## src/adc_seq_cfg.svh

```systemverilog
`ifndef ADC_SEQ_CFG_SVH
`define ADC_SEQ_CFG_SVH

// Conversion timing, in converter-clock cycles
`define RES_BITS 10
`define CYC_NOSH_8 49
`define CYC_NOSH_10 59
`define SMP_NOSH 2
`define CYC_SH_8 28
`define CYC_SH_10 33
`define SMP_SH 3
// Reference settle time after connect
`define REF_SETTLE_NS 1000
`define CLK_PERIOD_NS 8
`define REF_SETTLE_CYC ((`REF_SETTLE_NS + `CLK_PERIOD_NS - 1) / `CLK_PERIOD_NS)
`define RESULT_RESET 10'h000
`define NUM_RESULTS 8

`endif

```

## src/adc_seq_pkg.sv

```systemverilog
`default_nettype none

package adc_seq_pkg;

    typedef enum logic [2:0] {
        MODE_ONE_SHOT = 3'b000,
        MODE_REPEAT = 3'b001,
        MODE_SWEEP = 3'b010,
        MODE_REP_SWEEP0 = 3'b011,
        MODE_REP_SWEEP1 = 3'b111
    } op_mode_t;

    typedef struct packed {
        logic conv_start_set;
        logic conv_start_clr;
        logic trigger_type_sel;
        logic trigger_source_hi;
        logic trigger_source_lo;
        logic clk_div_sel_a;
        logic clk_div_sel_b;
        logic clk_div_sel_hi;
        logic op_mode_hi;
        logic op_mode_lo;
        logic repeat_sweep1_sel;
        logic sweep_range_hi;
        logic sweep_range_lo;
        logic ext_input_sel_hi;
        logic ext_input_sel_lo;
        logic multiport_sweep_en;
        logic dma_result_mode;
        logic port_group_hi;
        logic port_group_lo;
        logic [2:0] channel_sel;
        logic ref_connect;
        logic res_10bit;
        logic sample_hold;
    } adc_ctrl_t;

    typedef struct packed {
        logic [1:0] port;
        logic [2:0] pin;
        logic [1:0] ext;
    } adc_sel_t;

endpackage

`default_nettype wire

```

## src/sar_adc_sequencer_control.sv

```systemverilog
// Summary of operation
// - One 10-bit SAR converter, one bit decision per step.
// - Result goes to the selected pin's register; DMA mode uses first register only.
// - Reference ladder disconnected while ref_connect is 0.
// - Conversion clock divides source by 4,3,2,1 or 8,6 from three select bits.
// - Five mode codes: one-shot, repeat, single sweep, repeat sweep 0 and 1, where 1 runs as 0; multi-port sweep by enable bit.
// - 34 inputs: four ports of eight pins plus two extended inputs.
// - Software trigger starts conversion when conv_start is written 1.
// - External trigger: falling edge of trigger pin starts or restarts conversion.
// - Hardware trigger: timer B2 thinned or timer A0 interrupt starts; retrigger allowed.
// - Without sample-hold: 49 or 59 cycles, 2 sampling.
// - With sample-hold: 28 or 33 cycles, 3 sampling.
// - Control rewrites during conversion may give undefined results.
// - Channel select only used in one-shot and repeat modes.
// - Multi-port-only control acts only with multi-port sweep enabled.
// - One-shot software trigger clears conv_start on completion; software may clear.
// - Interrupt request pulses when a one-shot conversion completes.
`timescale 1ns/1ps
`default_nettype none
`include "adc_seq_cfg.svh"

module sar_adc_sequencer_control (
    input wire logic mclk,
    input wire logic rstn,
    input wire adc_seq_pkg::adc_ctrl_t ctrl,
    input wire logic ext_trigger_pin,
    input wire logic timer_b2_thin_irq,
    input wire logic timer_a0_irq,
    input wire logic comparator_out,
    input wire logic multiport_ctrl_in,
    output logic conv_start,
    output logic busy,
    output logic ref_connected,
    output logic conv_clk_en,
    output logic sampling,
    output adc_seq_pkg::adc_sel_t sel,
    output logic [9:0] dac_code,
    output logic [9:0] result [`NUM_RESULTS],
    output logic [2:0] result_wr_idx,
    output logic result_wr,
    output logic conv_irq,
    output logic dma_req,
    output logic multiport_ctrl_out
);
    import adc_seq_pkg::*;

    ////////////////////////////////////////////////////////////////////////
    // Conversion clock divider

    logic [2:0] div_cnt;
    logic [2:0] div_max;
    wire [2:0] cks = {ctrl.clk_div_sel_hi, ctrl.clk_div_sel_a, ctrl.clk_div_sel_b};

    always_comb begin
        unique case (cks)
            3'b000: div_max = 3'h3;
            3'b001: div_max = 3'h2;
            3'b010: div_max = 3'h1;
            3'b011: div_max = 3'h0;
            3'b100: div_max = 3'h7;
            3'b101: div_max = 3'h5;
            default: div_max = 3'h7;
        endcase
    end

    wire tick = (div_cnt >= div_max);

    always_ff @(posedge mclk or negedge rstn) begin
        if (!rstn) begin
            div_cnt <= 3'h0;
        end else begin
            div_cnt <= tick ? 3'h0 : div_cnt + 3'h1;
        end
    end

    assign conv_clk_en = tick;

    ////////////////////////////////////////////////////////////////////////
    // Input synchronisers and trigger edges

    logic [1:0] trg_s1, trg_s2;
    logic [1:0] trg_d;
    logic [1:0] ext_s;
    logic ext_d;

    always_ff @(posedge mclk or negedge rstn) begin
        if (!rstn) begin
            ext_s <= 2'h3;
            ext_d <= 1'b1;
            trg_s1 <= 2'h0;
            trg_s2 <= 2'h0;
            trg_d <= 2'h0;
        end else begin
            ext_s <= {ext_s[0], ext_trigger_pin};
            ext_d <= ext_s[1];
            trg_s1 <= {timer_a0_irq, timer_b2_thin_irq};
            trg_s2 <= trg_s1;
            trg_d <= trg_s2;
        end
    end

    wire ext_fall = ext_d & ~ext_s[1];
    wire [1:0] trg_rise = trg_s2 & ~trg_d;
    wire [1:0] trg_src = {ctrl.trigger_source_hi, ctrl.trigger_source_lo};

    wire hw_event = ctrl.trigger_type_sel & conv_start & (
        (trg_src == 2'b00 && ext_fall) ||
        (trg_src == 2'b01 && trg_rise[0]) ||
        (trg_src == 2'b10 && trg_rise[1]));

    ////////////////////////////////////////////////////////////////////////
    // Reference connect and settle timer

    logic [7:0] settle_cnt;
    wire ref_ready = ctrl.ref_connect && settle_cnt == 8'(`REF_SETTLE_CYC);

    always_ff @(posedge mclk or negedge rstn) begin
        if (!rstn) begin
            settle_cnt <= 8'h00;
        end else if (!ctrl.ref_connect) begin
            settle_cnt <= 8'h00;
        end else if (!ref_ready) begin
            settle_cnt <= settle_cnt + 8'h01;
        end
    end

    assign ref_connected = ctrl.ref_connect;

    ////////////////////////////////////////////////////////////////////////
    // Mode and selection decode

    wire [2:0] mode_bits = {ctrl.repeat_sweep1_sel, ctrl.op_mode_hi, ctrl.op_mode_lo};
    wire single_pin = ~ctrl.op_mode_hi;
    wire one_shot = mode_bits[1:0] == 2'b00;
    wire repeating = ctrl.op_mode_lo;
    wire [2:0] last_pin = ctrl.multiport_sweep_en ? 3'h7 :
        ({ctrl.sweep_range_hi, ctrl.sweep_range_lo} == 2'b00) ? 3'h1 :
        ({ctrl.sweep_range_hi, ctrl.sweep_range_lo} == 2'b01) ? 3'h3 :
        ({ctrl.sweep_range_hi, ctrl.sweep_range_lo} == 2'b10) ? 3'h5 : 3'h7;

    logic [5:0] cycle_len;
    logic [1:0] samp_len;
    always_comb begin
        unique case ({ctrl.sample_hold, ctrl.res_10bit})
            2'b00: cycle_len = 6'(`CYC_NOSH_8);
            2'b01: cycle_len = 6'(`CYC_NOSH_10);
            2'b10: cycle_len = 6'(`CYC_SH_8);
            2'b11: cycle_len = 6'(`CYC_SH_10);
        endcase
        samp_len = ctrl.sample_hold ? 2'(`SMP_SH) : 2'(`SMP_NOSH);
    end

    ////////////////////////////////////////////////////////////////////////
    // Sequencer

    typedef enum logic [1:0] {
        ST_IDLE = 2'b00,
        ST_SAMPLE = 2'b01,
        ST_CONVERT = 2'b10,
        ST_DONE = 2'b11
    } seq_state_t;

    seq_state_t state;
    logic [5:0] cyc;
    logic [3:0] bit_idx;
    logic [2:0] pin;
    logic [9:0] sar;
    logic port_mp;

    wire sw_go = ~ctrl.trigger_type_sel & ctrl.conv_start_set;
    wire go = (sw_go | hw_event) & ref_ready;
    wire conv_end = tick && cyc == cycle_len - 6'h1;
    wire [9:0] trial = sar | (10'h200 >> bit_idx);
    wire last_of_seq = single_pin | (pin == last_pin);
    wire [3:0] bits_used = ctrl.res_10bit ? 4'd10 : 4'd8;

    always_ff @(posedge mclk or negedge rstn) begin
        if (!rstn) begin
            conv_start <= 1'b0;
        end else if (ctrl.conv_start_set) begin
            conv_start <= 1'b1;
        end else if (ctrl.conv_start_clr) begin
            conv_start <= 1'b0;
        end else if (state == ST_DONE && one_shot && !ctrl.trigger_type_sel) begin
            conv_start <= 1'b0;
        end
    end

    always_ff @(posedge mclk or negedge rstn) begin
        if (!rstn) begin
            state <= ST_IDLE;
            cyc <= 6'h00;
            bit_idx <= 4'h0;
            pin <= 3'h0;
            sar <= 10'h000;
            port_mp <= 1'b0;
        end else if (ctrl.conv_start_clr || !ctrl.ref_connect) begin
            state <= ST_IDLE;
        end else if (go) begin
            state <= ST_SAMPLE;
            cyc <= 6'h00;
            pin <= single_pin ? ctrl.channel_sel : 3'h0;
            port_mp <= 1'b0;
            sar <= 10'h000;
            bit_idx <= 4'h0;
        end else begin
            unique case (state)
                ST_IDLE: ;
                ST_SAMPLE: if (tick) begin
                    cyc <= cyc + 6'h01;
                    if (cyc == {4'h0, samp_len} - 6'h01) begin
                        state <= ST_CONVERT;
                    end
                end
                ST_CONVERT: if (tick) begin
                    cyc <= cyc + 6'h01;
                    if (bit_idx < bits_used) begin
                        sar <= comparator_out ? trial : sar;
                        bit_idx <= bit_idx + 4'h1;
                    end
                    if (conv_end) begin
                        state <= ST_DONE;
                    end
                end
                ST_DONE: begin
                    cyc <= 6'h00;
                    bit_idx <= 4'h0;
                    sar <= 10'h000;
                    if (ctrl.multiport_sweep_en && pin == 3'h7 && !port_mp) begin
                        port_mp <= 1'b1;
                        pin <= 3'h0;
                        state <= ST_SAMPLE;
                    end else if (!last_of_seq) begin
                        pin <= pin + 3'h1;
                        state <= ST_SAMPLE;
                    end else if (repeating) begin
                        pin <= single_pin ? ctrl.channel_sel : 3'h0;
                        port_mp <= 1'b0;
                        state <= ST_SAMPLE;
                    end else begin
                        state <= ST_IDLE;
                    end
                end
            endcase
        end
    end

    assign busy = state != ST_IDLE;
    assign sampling = state == ST_SAMPLE;
    assign dac_code = trial;
    wire [1:0] sel_port = port_mp ? 2'b00 : {ctrl.port_group_hi, ctrl.port_group_lo};
    assign sel = {sel_port, pin, ctrl.ext_input_sel_hi, ctrl.ext_input_sel_lo};
    assign multiport_ctrl_out = ctrl.multiport_sweep_en & multiport_ctrl_in;

    ////////////////////////////////////////////////////////////////////////
    // Result storage and completion events

    wire store = state == ST_DONE;
    wire [2:0] wr_idx = ctrl.dma_result_mode ? 3'h0 : pin;
    wire [9:0] aligned = ctrl.res_10bit ? sar : {2'b00, sar[9:2]};

    generate
        for (genvar i = 0; i < `NUM_RESULTS; i++) begin : g_res
            always_ff @(posedge mclk or negedge rstn) begin
                if (!rstn) begin
                    result[i] <= `RESULT_RESET;
                end else if (store && wr_idx == 3'(i)) begin
                    result[i] <= aligned;
                end
            end
        end
    endgenerate

    always_ff @(posedge mclk or negedge rstn) begin
        if (!rstn) begin
            result_wr <= 1'b0;
            result_wr_idx <= 3'h0;
            conv_irq <= 1'b0;
            dma_req <= 1'b0;
        end else begin
            result_wr <= store;
            result_wr_idx <= wr_idx;
            conv_irq <= store & one_shot;
            dma_req <= store & ctrl.dma_result_mode;
        end
    end
endmodule

`default_nettype wire

```

## config.mk

```make
export PLATFORM = sky130hd
export DESIGN_NAME = sar_adc_sequencer_control
export DESIGN_NICKNAME = d
export VERILOG_FILES = /design/src/adc_seq_pkg.sv /design/src/sar_adc_sequencer_control.sv
export VERILOG_INCLUDE_DIRS = /design/src
export SDC_FILE = /design/constraint.sdc
export NUM_CORES = 1
export LEC_CHECK = 0
export BUFFER_PORTS_ARGS = -buffer_cell sky130_fd_sc_hd__buf_2
export CORE_AREA = 5 5 107 109
export DETAILED_ROUTE_END_ITERATION = 8
export DIE_AREA = 0 0 112 114
export PLACE_DENSITY = 0.86
export SYNTH_ARGS = -nofsm -noshare
export SYNTH_HDL_FRONTEND = slang
export SYNTH_SLANG_ARGS = --single-unit
```

## constraint.sdc

```tcl
create_clock -name mclk -period 4.8 [get_ports mclk]
set_clock_uncertainty 0.1 [all_clocks]
set_input_delay 0.96 -clock mclk [delete_from_list [all_inputs] [get_ports mclk]]
set_output_delay 0.96 -clock mclk [all_outputs]
set_load 0.005 [all_outputs]
```

==> results <==
- The total overflow reported by the global router is 0.
- Along the worst hold path, the cell count comes to 0.
- The most common flop cell mapped by yosys is sky130_fd_sc_hd__dfrtp_1.
- For the worst-skew pair, the clock arrives at the later sink with an insertion delay of 0.52 ns.
- The count of filler cells inserted in the layout is a little under 800.
- The area growth from synthesis to layout is 23.3%.
- Across all setup checks in the final design, the least slack found is 1.67 ns.
- Setup repair after global routing left no endpoint under its margin.
- In the finished design, the share of the clock period the worst path needs comes to 65.3%.
- In this run the power density over the cells is roughly 360 mW/mm².
- Detailed routing inserted a total of between 4000 and 5000 vias.
- The launch point of the worst reg-to-reg path is state[1]$_DFFE_PN0P_.
- The final-report max-slew violation count came to 0.
- For this run, the top clock speed supported by timing is approximately 320 MHz.
- The worst path arrival time is 2.07 ns.
- The mapped netlist covers 0.00588 mm².
- Dividing the synthesized area by the synthesized cell count gives between 10 and 15 µm².
- Max-cap violations in this run came to 0.
- The number of synthesized register bits is 133.
- The final sum of negative setup slack is 0 ns.
- Clock-pin slew was measured on the worst setup and hold paths at 0.05 ns.
- Among the stages of the critical path, the cell type that occurs most often is sky130_fd_sc_hd__buf_2.
- The global-route wire length before repair is 25400 µm.
- The yosys synthesis warning count is 0.
- Wires add up to ~16000 µm.
- Subtracting the final worst setup slack from the clock period gives approximately 3.1 ns.
- The proportion of synthesized flip-flops having asynchronous set or reset is 100%.
- By count the netlist is led by sky130_fd_sc_hd__dfrtp_1 (130), sky130_fd_sc_hd__nand2_1 (105), sky130_fd_sc_hd__o21ai_0 (90).
- The initialized floorplan defines 38 standard-cell rows.
- The post-detailed-placement half-perimeter wirelength is 10900 µm.
- Counting along the longest clock path gives a buffer depth of 2.
- The core area is between 0.01 and 0.015 mm².
- Yosys mapped a number of flops with a built-in enable equal to 0.
- The startpoint of the tightest hold check path is trg_s1[0]$_DFF_PN0_.
- The largest net degree at the start of global routing is 47.
- The number of iterations in the first detailed-routing pass is 5.
- The register-to-register setup slack is roughly 2.1 ns.
- Summing the areas of all compound-gate instances in the mapped netlist gives between 15 and 20% of the synthesized area.
- The remaining routing DRC violations is 0.
- OpenSTA, run right after detailed placement, puts the worst setup slack at 1.65 ns.
- between 100 and 150 I/O pins were placed.
- The final routed wire length divided by cell count is ~18 µm.
- The vias per cell is approximately 5.7.
- The CTS buffer count is 17.
- Once detail routing completed, the nets flagged for antenna violations numbered 0.
- Yosys instantiated no cell more often than sky130_fd_sc_hd__dfrtp_1.
- The combined area of the multi-input logic cells is between 0.002 and 0.0025 mm².
- The root buffer cell chosen for the clock tree is sky130_fd_sc_hd__clkbuf_8.
- The required time at the endpoint of the critical path is approximately 3.7 ns.
- The element type at the critical path start is a primary input.
- The endpoint of the worst register-to-register path is result[41]$_DFFE_PN0P_.
- The height of the die is roughly 110 µm.
- The buffer count from post-CTS setup fixing is 0.
- The number of gates resized after CTS was 0.
- The number of H-tree levels is 4.
- The number of hold violations in the final report is 0.
- After Yosys synthesis, and, or, nand and nor cells account for between 10% and 20% of the synthesized area.
- From left edge to right edge, the die measures between 100 and 150 µm.
- When the netlist entered floorplanning its net count stood at between 600 and 700.
- Buffers placed on the I/O ports in this run total about 140.
- The placed cell count is 836.
- Excluding fillers, the count of instances in the completed layout stands at 867.
- The register area share after synthesis is ~57%.
- The initial utilization of the core area, before any placement, comes to 55.9%.
- The global-route total usage across every layer is 25.4%.
- The initial antenna violation count is 0.
- The worst pin sits at a relative slew slack of 27.5%.
- The main combinational cell family by area after synthesis is compound AO/OA/AOI/OAI gates.
- The synthesized design spends more area on one cell type than any other, namely sky130_fd_sc_hd__dfrtp_1.
- The transition time at the pin with the least slew margin is roughly 1.1 ns.
- Counting every sink on the clock net gives approximately 130.
- The detailed router's first-iteration violation count is 327.
- The maximum fanout count along the critical path is 9.
- After the last flow step, the layout net total stands at 769.
- The highest-delay cell along the critical path is sky130_fd_sc_hd__ha_1.
- The post-synthesis instance total is ~580.
- The mux contribution to synthesized area is under 10%.
- Summed over its instances, the top area cell type makes up between 50% and 60% of the synthesized netlist area.
- The share of final-layout standard cells stronger than drive strength 1 is between 20 and 30%.
- Walking the worst path, the cells encountered are buf_2 > inv_1 > nand3_1 > o21ai_0 > ha_1 > nand2_1 > o21a_2 > inv_2 > buf_2.
- On the final layout, the worst hold slack is approximately 0.25 ns.
- The worst hold endpoint is trg_s2[0]$_DFF_PN0_.
- The setup-violating endpoint count in the final report is 0.
- In this run the static leakage power is approximately 3.8 nW.
- The number of cell instances on the worst register-to-register path is 6.
- At the end of routability-driven placement, the weighted congestion stood at 0.863.
- The synthesized netlist contains 60 unique library cells.
- The TritonCTS clock tree is built.
- The worst ir drop on vdd is 0.173 mV.
- The die footprint is 0.0128 mm².
- The path category of the worst min-delay check is reg -> reg.
- Summing the areas of all xor and xnor instances in the mapped netlist gives under 10% of the synthesized area.
- For this run, the slowest stage of the critical path takes 0.27 ns.
- The kind of capture point of the worst setup path is an output port.
- Ranked by total cell area, the synthesized netlist is headed by sky130_fd_sc_hd__dfrtp_1 (55%), sky130_fd_sc_hd__o21ai_0 (7.7%), sky130_fd_sc_hd__nand2_1 (6.7%).
- The number of hold-repair buffers added at the cts stage is 0.
- The share of synthesized cell area in full adder, half adder and majority cells is around 4.7%.
- The sequential cells in the finished layout cover a total of ~0.0033 mm².
- The via count of the first global-routing pass is ~5000.
- The critical path is of the in -> out type.
- The run finished with clean final reports.
- 0 antenna diodes ended up in the layout.
flip-flops by register name (all words and copies together) (netlist names), 2 cells and up:
signal and count:
trg_s1 2, bit_idx 4, pin 3, sar 10, settle_cnt 8, trg_d 2
state 2, ext_s 2, result 80, div_cnt 3, result_wr_idx 3, trg_s2 2
cyc 6
worst max path at each step:
stage | from | end | slack (ns) | depth (start not counted)
floorplan | ctrl[19] | conv_clk_en | 1.99 | 7
global placement | ctrl[19] | conv_clk_en | 1.67 | 9
detailed placement | ctrl[19] | conv_clk_en | 1.65 | 9
CTS | ctrl[19] | conv_clk_en | 1.65 | 9
global route | ctrl[19] | conv_clk_en | 1.54 | 9
finish | ctrl[19] | conv_clk_en | 1.67 | 9
cell families (layout without fill, tap and decap cells):
| group | count (synthesis) | in the layout |
|---|---|---|
| flops | 133 | 133 |
| simple gates | 188 | 188 |
| xor+xnor | 11 | 11 |
| compound gates | 162 | 162 |
| mux | 12 | 12 |
| fa+ha+maj | 22 | 22 |
| buf+inv | 53 | 199 |
cell usage in the layout (no fill, tap or decap), drive strengths merged, types with 5 or more instances in the layout:
cell / synthesis / routed
nor2b: 8 / 8
nor2: 27 / 27
o2bb2ai: 12 / 12
ha: 22 / 22
nand2: 105 / 105
nand3: 7 / 7
mux2i: 11 / 11
nand2b: 6 / 6
o21ai: 98 / 98
a21oi: 21 / 21
buf: 5 / 138
dfrtp: 130 / 130
and2: 5 / 5
nor3: 6 / 6
inv: 30 / 32
clkbuf: 18 / 20
nand4: 5 / 5
xor2: 7 / 7
critical path: cells and delay by family:
kind	cells	cell delay [ns]
AO/OA/AOI/OAI	2	0.31
adder cells (fa/ha/maj)	1	0.27
buffers and inverters	4	0.42
AND/OR/NAND/NOR	2	0.10
through the flow:
stage | area (µm²) | power [mW] | utilization, %
5_1_grt | 7250 | 2.70 | 69.0
2_1_floorplan | 5880 | 1.25 | -
3_3_place_gp | 6650 | 1.31 | 63.3
4_1_cts | 7250 | 2.62 | 69.0
6_report | 7250 | 2.60 | 69.0
3_5_place_dp | 6650 | 1.32 | 63.3
where the power goes:
group          internal [mW]  switching, mW  total (mW)  leakage (nW)
Clock                  0.819          0.480        1.30         0.288
Combinational         0.0544         0.0938       0.148          1.65
Sequential              1.14         0.0130        1.15          1.81
per-layer routing:
layer	wire length, µm	global-route usage, %	vias to the layer above	share of wire (%)
li1	-	-	2275	-
met1	5950	30.3	2404	38
met2	7810	43.8	228	50
met3	1290	6.79	44	8.3
met4	490	10.5	0	3.2
met5	0	0	-	0
layout make-up:
cell class	count	share of cell area, %
multi-input combinational	395	32.2
inverter	30	1.55
tap	140	2.42
clock buffer	20	6.15
timing repair buffer	138	9.67
sequential	133	46.0
clock inverter	11	2.07
(Power assumes the default switching activity.)
